## src/wdg_defs.svh

```systemverilog
// Register map, field positions, reset values and timing counts of the guard timer.
//
// Contract
// - After any reset the guard timer is disabled; setting bit 7 starts it.
// - Once enabled, writes clearing the enable bit are ignored until reset.
// - Period field bits 1:0 pick 2^27, 2^25, 2^22 or 2^18 counts.
// - Clock field bits 4:3 pick system clock (00) or real-time source (01).
// - Real-time source is the 32 kHz oscillator or line input, per RTC bit.
// - Every time-out sets the read-only reset-cause flag at control bit 5.
// - Bit 6 clear: time-out resets the chip; set: time-out raises NMI.
// - The reset-cause flag is set on time-out in NMI mode as well.
// - Reset-cause flag survives a guard reset; only other resets clear it.
// - A pollable interrupt-cause flag shows an NMI came from a time-out.
// - Reset and NMI outputs change only on a rising clock edge.
// - Writing A5h then 5Ah to the refresh register restarts the count.
// - Any delay between key bytes is fine unless a time-out comes first.
// - Refresh register is eight bits, write-only, reads show no key state.
// - A complete key sequence returns the counter to its initial count.
`ifndef WDG_DEFS_SVH
`define WDG_DEFS_SVH

`define WDG_ADDR_W 12
`define WDG_CTL_IDX 12'h093
`define WDG_KEY_IDX 12'h094
`define WDG_STAT_IDX 12'h095
`define WDG_CTL_ADDR (`WDG_CTL_IDX << 2)
`define WDG_KEY_ADDR (`WDG_KEY_IDX << 2)
`define WDG_STAT_ADDR (`WDG_STAT_IDX << 2)

`define WDG_EN_BIT 7
`define WDG_NMI_SEL_BIT 6
`define WDG_RST_FLAG_BIT 5
`define WDG_CLK_MSB 4
`define WDG_CLK_LSB 3
`define WDG_PER_MSB 1
`define WDG_PER_LSB 0
`define WDG_STAT_NMI_BIT 0
`define WDG_STAT_RUN_BIT 1

`define WDG_CLK_SYS 2'h0
`define WDG_CLK_RTC 2'h1
`define WDG_PERIOD_RST 2'h0
`define WDG_CLK_RST 2'h0

`define WDG_KEY_FIRST 8'ha5
`define WDG_KEY_SECOND 8'h5a

`define WDG_EXP_P0 5'h1b
`define WDG_EXP_P1 5'h19
`define WDG_EXP_P2 5'h16
`define WDG_EXP_P3 5'h12

`define WDG_CNT_W 27
`define WDG_RST_LEN 8'h10

`endif

```

## src/wdg_pkg.sv

```systemverilog
// Types shared by the guard timer modules.
package wdg_pkg;

  typedef enum logic [1:0] {
    WDG_OFF = 2'b00,
    WDG_RUN = 2'b01,
    WDG_RST = 2'b10
  } wdg_state_e;

  typedef enum logic [1:0] {
    WDG_REG_NONE = 2'b00,
    WDG_REG_CTL = 2'b01,
    WDG_REG_KEY = 2'b10,
    WDG_REG_STAT = 2'b11
  } wdg_reg_e;

  typedef struct packed {
    logic [1:0] oscSync;
    logic [1:0] lineSync;
    logic lastLevel;
    logic tick;
  } wdg_tick_s;

endpackage : wdg_pkg

```

## src/wdg_rtc_tick.sv

```systemverilog
// Synchroniser and edge detector turning the real-time source into ticks.
`timescale 1ns/1ps
`default_nettype none
module wdg_rtc_tick
  import wdg_pkg::*;
(
  input wire logic clock,
  input wire logic rst_b,
  input wire logic oscIn,
  input wire logic lineIn,
  input wire logic selLine,
  output logic tick
);

  wdg_tick_s q_ff;
  wdg_tick_s nxt_q;
  logic level;

  // source select
  // Only the second stage of each synchroniser feeds the mux. Flipping
  // selLine may cost or add one tick; that error is far below a period.
  assign level = selLine ? q_ff.lineSync[1] : q_ff.oscSync[1];

  always_comb begin
    nxt_q = q_ff;
    nxt_q.oscSync = {q_ff.oscSync[0], oscIn};
    nxt_q.lineSync = {q_ff.lineSync[0], lineIn};
    nxt_q.lastLevel = level;
    nxt_q.tick = level & ~q_ff.lastLevel;
  end

  always_ff @(posedge clock) begin
    if (!rst_b) begin
      q_ff <= '0;
    end else begin
      q_ff <= nxt_q;
    end
  end

  assign tick = q_ff.tick;

endmodule : wdg_rtc_tick
`default_nettype wire

```

## src/wdg_timer.sv

```systemverilog
// Guard timer core with its APB register slave and time-out responses.
//
// Register access over APB was chosen for this implementation.
`timescale 1ns/1ps
`default_nettype none
`include "wdg_defs.svh"
module wdg_timer
  import wdg_pkg::*;
#(
  parameter int unsigned PERIOD_SHIFT = 0
)
(
  input wire logic clock,
  input wire logic rst_b,
  input wire logic psel,
  input wire logic penable,
  input wire logic pwrite,
  input wire logic [`WDG_ADDR_W-1:0] paddr,
  input wire logic [31:0] pwdata,
  output logic [31:0] prdata,
  output logic pready,
  output logic pslverr,
  input wire logic rtcOsc32k,
  input wire logic lineFreqIn,
  input wire logic rtcSrcLine,
  output logic guardResetOut,
  output logic nmiOut
);

  typedef struct packed {
    wdg_state_e st;
    logic enable;
    logic nmiSel;
    logic rstFlag;
    logic [1:0] clkSel;
    logic [1:0] period;
    logic [1:0] actClk;
    logic [1:0] actPeriod;
    logic keyArmed;
    logic [`WDG_CNT_W-1:0] count;
    logic nmiFlag;
    logic [7:0] rstCnt;
    logic rstOut;
    logic pready;
    logic pslverr;
    logic [31:0] prdata;
  } wdg_core_s;

  wdg_core_s q_ff;
  wdg_core_s nxt_q;

  logic rtcTick;
  wdg_reg_e selReg;
  logic setupDone;
  logic wrAcc;
  logic tick;
  logic timeout;
  logic restart;
  logic [7:0] keyByte;

  wdg_rtc_tick u_tick (
    .clock(clock),
    .rst_b(rst_b),
    .oscIn(rtcOsc32k),
    .lineIn(lineFreqIn),
    .selLine(rtcSrcLine),
    .tick(rtcTick)
  );

  function automatic wdg_reg_e decodeReg(
    input logic [`WDG_ADDR_W-1:0] addr
  );
    wdg_reg_e r;
    r = WDG_REG_NONE;
    if (addr == `WDG_CTL_ADDR) begin
      r = WDG_REG_CTL;
    end else if (addr == `WDG_KEY_ADDR) begin
      r = WDG_REG_KEY;
    end else if (addr == `WDG_STAT_ADDR) begin
      r = WDG_REG_STAT;
    end
    return r;
  endfunction : decodeReg

  // Terminal count of a period code, shortened by PERIOD_SHIFT.
  function automatic logic [`WDG_CNT_W-1:0] limitOf(
    input logic [1:0] per
  );
    logic [4:0] e;
    logic [`WDG_CNT_W:0] full;
    e = `WDG_EXP_P0;
    unique case (per)
      2'h0: e = `WDG_EXP_P0;
      2'h1: e = `WDG_EXP_P1;
      2'h2: e = `WDG_EXP_P2;
      2'h3: e = `WDG_EXP_P3;
    endcase
    e = e - 5'(PERIOD_SHIFT);
    full = ({{`WDG_CNT_W{1'b0}}, 1'b1} << e) - 1'b1;
    return full[`WDG_CNT_W-1:0];
  endfunction : limitOf

  function automatic logic [31:0] readValue(
    input wdg_reg_e r,
    input wdg_core_s s
  );
    logic [31:0] v;
    v = 32'h0;
    unique case (r)
      WDG_REG_CTL: begin
        v[`WDG_EN_BIT] = s.enable;
        v[`WDG_NMI_SEL_BIT] = s.nmiSel;
        v[`WDG_RST_FLAG_BIT] = s.rstFlag;
        v[`WDG_CLK_MSB:`WDG_CLK_LSB] = s.clkSel;
        v[`WDG_PER_MSB:`WDG_PER_LSB] = s.period;
      end
      WDG_REG_KEY: begin
        v = 32'h0;
      end
      WDG_REG_STAT: begin
        v[`WDG_STAT_NMI_BIT] = s.nmiFlag;
        v[`WDG_STAT_RUN_BIT] = (s.st == WDG_RUN);
      end
      WDG_REG_NONE: begin
        v = 32'h0;
      end
    endcase
    return v;
  endfunction : readValue

  assign selReg = decodeReg(paddr);
  assign keyByte = pwdata[7:0];

  // Every transfer gets one wait state: pready rises in the second
  // access cycle, so read data and the error flag come from flops.
  assign setupDone = psel & penable & ~q_ff.pready;

  // Writes are dropped while the chip is held in guard reset.
  assign wrAcc = psel & penable & q_ff.pready & pwrite
               & (selReg != WDG_REG_NONE) & (q_ff.st != WDG_RST);

  // count clock select
  // Reserved clock codes fall back to the system clock, so a bad write
  // can never stop the timer.
  assign tick = (q_ff.actClk == `WDG_CLK_RTC) ? rtcTick : 1'b1;

  assign timeout = (q_ff.st == WDG_RUN) & tick
                 & (q_ff.count == limitOf(q_ff.actPeriod));

  always_comb begin
    nxt_q = q_ff;
    restart = 1'b0;

    nxt_q.pready = 1'b0;
    nxt_q.pslverr = 1'b0;
    if (setupDone) begin
      nxt_q.pready = 1'b1;
      nxt_q.prdata = readValue(selReg, q_ff);
      nxt_q.pslverr = (selReg == WDG_REG_NONE);
    end

    if (wrAcc && selReg == WDG_REG_CTL) begin
      nxt_q.enable = q_ff.enable | pwdata[`WDG_EN_BIT];
      nxt_q.nmiSel = pwdata[`WDG_NMI_SEL_BIT];
      nxt_q.clkSel = pwdata[`WDG_CLK_MSB:`WDG_CLK_LSB];
      nxt_q.period = pwdata[`WDG_PER_MSB:`WDG_PER_LSB];
    end

    if (wrAcc && selReg == WDG_REG_KEY) begin
      if (keyByte == `WDG_KEY_FIRST) begin
        nxt_q.keyArmed = 1'b1;
      end else if (keyByte == `WDG_KEY_SECOND && q_ff.keyArmed) begin
        nxt_q.keyArmed = 1'b0;
        restart = 1'b1;
      end else begin
        nxt_q.keyArmed = 1'b0;
      end
    end

    if (wrAcc && selReg == WDG_REG_STAT) begin
      if (pwdata[`WDG_STAT_NMI_BIT]) begin
        nxt_q.nmiFlag = 1'b0;
      end
    end

    unique case (q_ff.st)
      WDG_OFF: begin
        nxt_q.count = '0;
        if (nxt_q.enable) begin
          nxt_q.st = WDG_RUN;
          nxt_q.actClk = nxt_q.clkSel;
          nxt_q.actPeriod = nxt_q.period;
        end
      end
      WDG_RUN: begin
        if (timeout) begin
          nxt_q.rstFlag = 1'b1;
          nxt_q.keyArmed = 1'b0;
          nxt_q.count = '0;
          nxt_q.actClk = nxt_q.clkSel;
          nxt_q.actPeriod = nxt_q.period;
          if (q_ff.nmiSel) begin
            nxt_q.nmiFlag = 1'b1;
          end else begin
            nxt_q.st = WDG_RST;
            nxt_q.rstOut = 1'b1;
            nxt_q.rstCnt = `WDG_RST_LEN - 8'h1;
          end
        end else if (restart) begin
          nxt_q.count = '0;
          nxt_q.actClk = nxt_q.clkSel;
          nxt_q.actPeriod = nxt_q.period;
        end else if (tick) begin
          nxt_q.count = q_ff.count + 1'b1;
        end
      end
      WDG_RST: begin
        if (q_ff.rstCnt == 8'h0) begin
          // flag survives own reset
          // The guard reset clears the block like a chip reset does,
          // except for the cause flag.
          nxt_q.st = WDG_OFF;
          nxt_q.rstOut = 1'b0;
          nxt_q.enable = 1'b0;
          nxt_q.nmiSel = 1'b0;
          nxt_q.clkSel = `WDG_CLK_RST;
          nxt_q.period = `WDG_PERIOD_RST;
          nxt_q.actClk = `WDG_CLK_RST;
          nxt_q.actPeriod = `WDG_PERIOD_RST;
          nxt_q.keyArmed = 1'b0;
          nxt_q.count = '0;
          nxt_q.nmiFlag = 1'b0;
        end else begin
          nxt_q.rstCnt = q_ff.rstCnt - 8'h1;
        end
      end
      default: begin
        nxt_q.st = WDG_OFF;
      end
    endcase
  end

  always_ff @(posedge clock) begin
    if (!rst_b) begin
      q_ff <= '0;
      q_ff.st <= WDG_OFF;
      q_ff.clkSel <= `WDG_CLK_RST;
      q_ff.period <= `WDG_PERIOD_RST;
    end else begin
      q_ff <= nxt_q;
    end
  end

  assign prdata = q_ff.prdata;
  assign pready = q_ff.pready;
  assign pslverr = q_ff.pslverr;
  assign guardResetOut = q_ff.rstOut;
  assign nmiOut = q_ff.nmiFlag;

endmodule : wdg_timer
`default_nettype wire

```

## config.mk

```make
export PLATFORM = sky130hd
export DESIGN_NAME = wdg_timer
export DESIGN_NICKNAME = d
export VERILOG_FILES = /design/src/wdg_pkg.sv /design/src/wdg_rtc_tick.sv /design/src/wdg_timer.sv
export VERILOG_INCLUDE_DIRS = /design/src
export SDC_FILE = /design/constraint.sdc
export NUM_CORES = 1
export LEC_CHECK = 0
export BUFFER_PORTS_ARGS = -buffer_cell sky130_fd_sc_hd__buf_2
export CAP_MARGIN = 20
export CORE_MARGIN = 3
export CORE_UTILIZATION = 49
export DETAILED_ROUTE_END_ITERATION = 16
export PLACE_DENSITY = 0.78
export SYNTH_ARGS = -nofsm -noshare
export SYNTH_HDL_FRONTEND = slang
export SYNTH_SLANG_ARGS = --single-unit
```

## constraint.sdc

```tcl
create_clock -name clock -period 2.7 [get_ports clock]
set_input_delay 0.405 -clock clock [delete_from_list [all_inputs] [get_ports clock]]
set_output_delay 0.405 -clock clock [all_outputs]
set_load 0.01 [all_outputs]
```

==> run summary <==
status: completed
largest net degree at the start of global routing: 22
commonest cells after routing, fill and taps aside: dfxtp_1 (66), buf_2 (38), nor2_1 (36)
Slew Viols, Final: 0
H-tree depth: 3
commonest non-fill, non-tap cell in the layout: dfxtp_1
DIE HEIGHT: 93.5 um
CP Launch Type: flop
EDFF count, synth: 0
Internal: 1480 uW
Critical Path, Cell by Cell: ha_1 > nand3_1 > or4_4 > nor3_4 > a41oi_4 > or4_4 > a221oi_2
final setup TNS: 0 ns
filler instances: 653
ant diodes: 0
area delta synth->final: 12.2%
post-place setup slack: 0.110 ns
HPWL after detailed placement: 6560 um
post-route insts no fill: 606
GRT Overall Usage: 21.1%
clk_lat worst skew: 0.36 ns
CP peak stage delay: 0.56 ns
DRT iter0 DRCs: 170
clk slew on worst S/H paths: 0.07 ns
area leader, netlist: dfxtp_1
number of max-cap violations: 0
r2r setup slk: 0.19 ns
Post-Syn Area: 3750 um^2
fraction of registers with async set/reset: 0%
DRC violations left: 0
sequential group share of total power: 50.9%
Max stage delay cell, worst path: or4_4
final hold violation count: 0
Routed WL per cell: 14.7 um
Yosys warning total: 0
static leakage: 0.00147 uW
share of the synthesized area in the top cell type: 35.2%
post-layout power: 1930 uW
total die area: 8750 um^2
total CTS buffers: 9
final WL: 8920 um
Fin Clk Skew: 0.0106 ns
setup violators final: 0
Net Sw Power: 447 uW
Worst Setup End Kind: flop
RSZ-0062 raised after global routing: no
drt first pass iters: 6
Comb power frac: 4.1%
crit-path max FO: 7
crit path buf inv count: 0
synthesized instance count: 461
clock share of power: 45.0%
Routed Antenna Nets: 0
Core Region: 7330 um^2
Syn Area/Cell: 8.14 um^2
initial antenna violation count: 0
headroom to the max-slew limit: 54.9%
IR drop worst, VDD: 0.291 mV
crit path time final: 2.51 ns
Via density: 5.80
grt total ovfl: 0
fin worst setup slack: 0.187 ns
fin crit share: 93.1%
critical path data arrival time: 2.78 ns
Worst EP required: 2.97 ns
critical path type: reg2reg
Crit path max-delay family: simple AND/OR/NAND/NOR gates
number of synthesized register bits: 66
CTS Buffer Depth: 2
fmax: 0.398 GHz
Main synth FF type: dfxtp_1
CTS sink cnt: 66
Tightest Pin Transition: 0.671 ns
sw frac: 23.2%
CTS tree: built
post-CTS setup repair buffer count: 0
min-delay worst type: in2reg
# IOs: 88
vias in the first global route: 3,282
vias: 3,512
Cell variety after synth: 58
Final #Nets: 561
GP Congestion: 0.888
wire length of the first global-routing pass: 15,000 um
Starting Density: 51.2%
pwr/cell area: 458 nW/um^2
Area contributors post-synth: dfxtp_1 (35%), buf_4 (6.4%), nand3_1 (4.1%), nor2_1 (3.7%), a31oi_1 (3.2%)
hold buffers post-CTS: 0
Seq/Total Area, Yosys: 35.2%
port bufs: 38
placed cell count: 590
row count: 31
die width: 93.5 um
clock root cell: clkbuf_8
CP most frequent cell: or4_4
layout cells sized above 1: 17.6%
## kinds of logic (layout without fill, tap and decap cells)
| family | count (synthesis) | count (layout) | share of synthesized area (%) |
|---|---|---|---|
| AO/OA/AOI/OAI | 107 | 107 | 20.2 |
| XOR/XNOR | 6 | 6 | 1.40 |
| adder cells (fa/ha/maj) | 7 | 7 | 2.33 |
| buffers and inverters | 79 | 101 | 11.1 |
| flip-flops | 66 | 66 | 35.2 |
| multiplexers | 11 | 11 | 2.93 |
| other | 1 | 25 | 0.0999 |
| AND/OR/NAND/NOR | 184 | 184 | 26.7 |
## power groups by stage
stage,sequential (uW),clock [uW],combinational (uW)
2_1_floorplan,1000,0,71.3
3_3_place_gp,1000,0,75.2
3_5_place_dp,1000,0,77.2
4_1_cts,982,887,77.4
5_1_grt,982,920,87.7
6_report,982,869,78.3
## flip-flops by register name, summed over array words and instances, names as in the netlist
name	count
q_ff	49
prdata	7
u_tick.q_ff	3
u_tick.nxt_q	2
guardResetOut	1
nmiOut	1
pready	1
pslverr	1
u_tick.tick	1
## what timing repair did
action,4_1_cts,5_1_grt
gates resized for setup,0,1
endpoints found under the hold margin,0,0
endpoints found under the setup margin,0,7
## cells in the mapped netlist, types with 6 or more instances
cell type,count
a31oi_1,19
mux2i_1,11
nor4_1,8
nand3_1,31
nand4_1,16
dfxtp_1,66
o22ai_1,13
and2_1,9
xnor2_1,6
o21ai_0,10
nor3_1,15
ha_1,7
nor2_1,37
clkbuf_1,20
o211ai_1,8
a21oi_1,21
buf_4,32
nand2_1,29
inv_1,25
## per-layer routing
layer / vias up / GRT usage [%] / share of wire [%]
met5: - / 0 / 0
li1: 1736 / - / -
met4: 0 / 8.06 / 1.6
met1: 1643 / 27.1 / 45
met3: 18 / 5.47 / 6.0
met2: 115 / 33.8 / 48
## cell type report
cell class	instances	area [um^2]	share of cell area [%]
well taps	99	124	2.94
flip-flops and latches	66	1320	31.4
clock inverters	4	50.0	1.19
inverters	25	93.8	2.23
multi-input cells	340	2110	50.1
repair buffers	60	355	8.44
clock buffers	12	155	3.68
## path summary, 6_finish.rpt
path / from / to / cells after the start
worst max-delay path: q_ff[45] / q_ff[39] / 7
worst min-delay path: rtcOsc32k / u_tick.nxt_q[5] / 2
worst max register to register: q_ff[45] / q_ff[39] / 7
worst min register to register: u_tick.q_ff[1] / u_tick.tick / 1
## worst register-to-register path: stages, from the launching register on
cell      delay, ns
dfxtp_1        0.34
ha_1           0.20
nand3_1        0.15
or4_4          0.53
nor3_4         0.21
a41oi_4        0.19
or4_4          0.56
a221oi_2       0.24
## stage by stage
stage | hold slack, ns | util, % | area [um^2]
final | 0.257 | 57.4 | 4210
after CTS | 0.253 | 57.4 | 4210
after floorplan | 0.373 | - | 3840
after detailed placement | 0.386 | 54.6 | 4000
after global routing | 0.267 | 57.4 | 4210
after global placement | 0.384 | 54.6 | 4000
No activity file was read; power rests on OpenSTA's default activity.
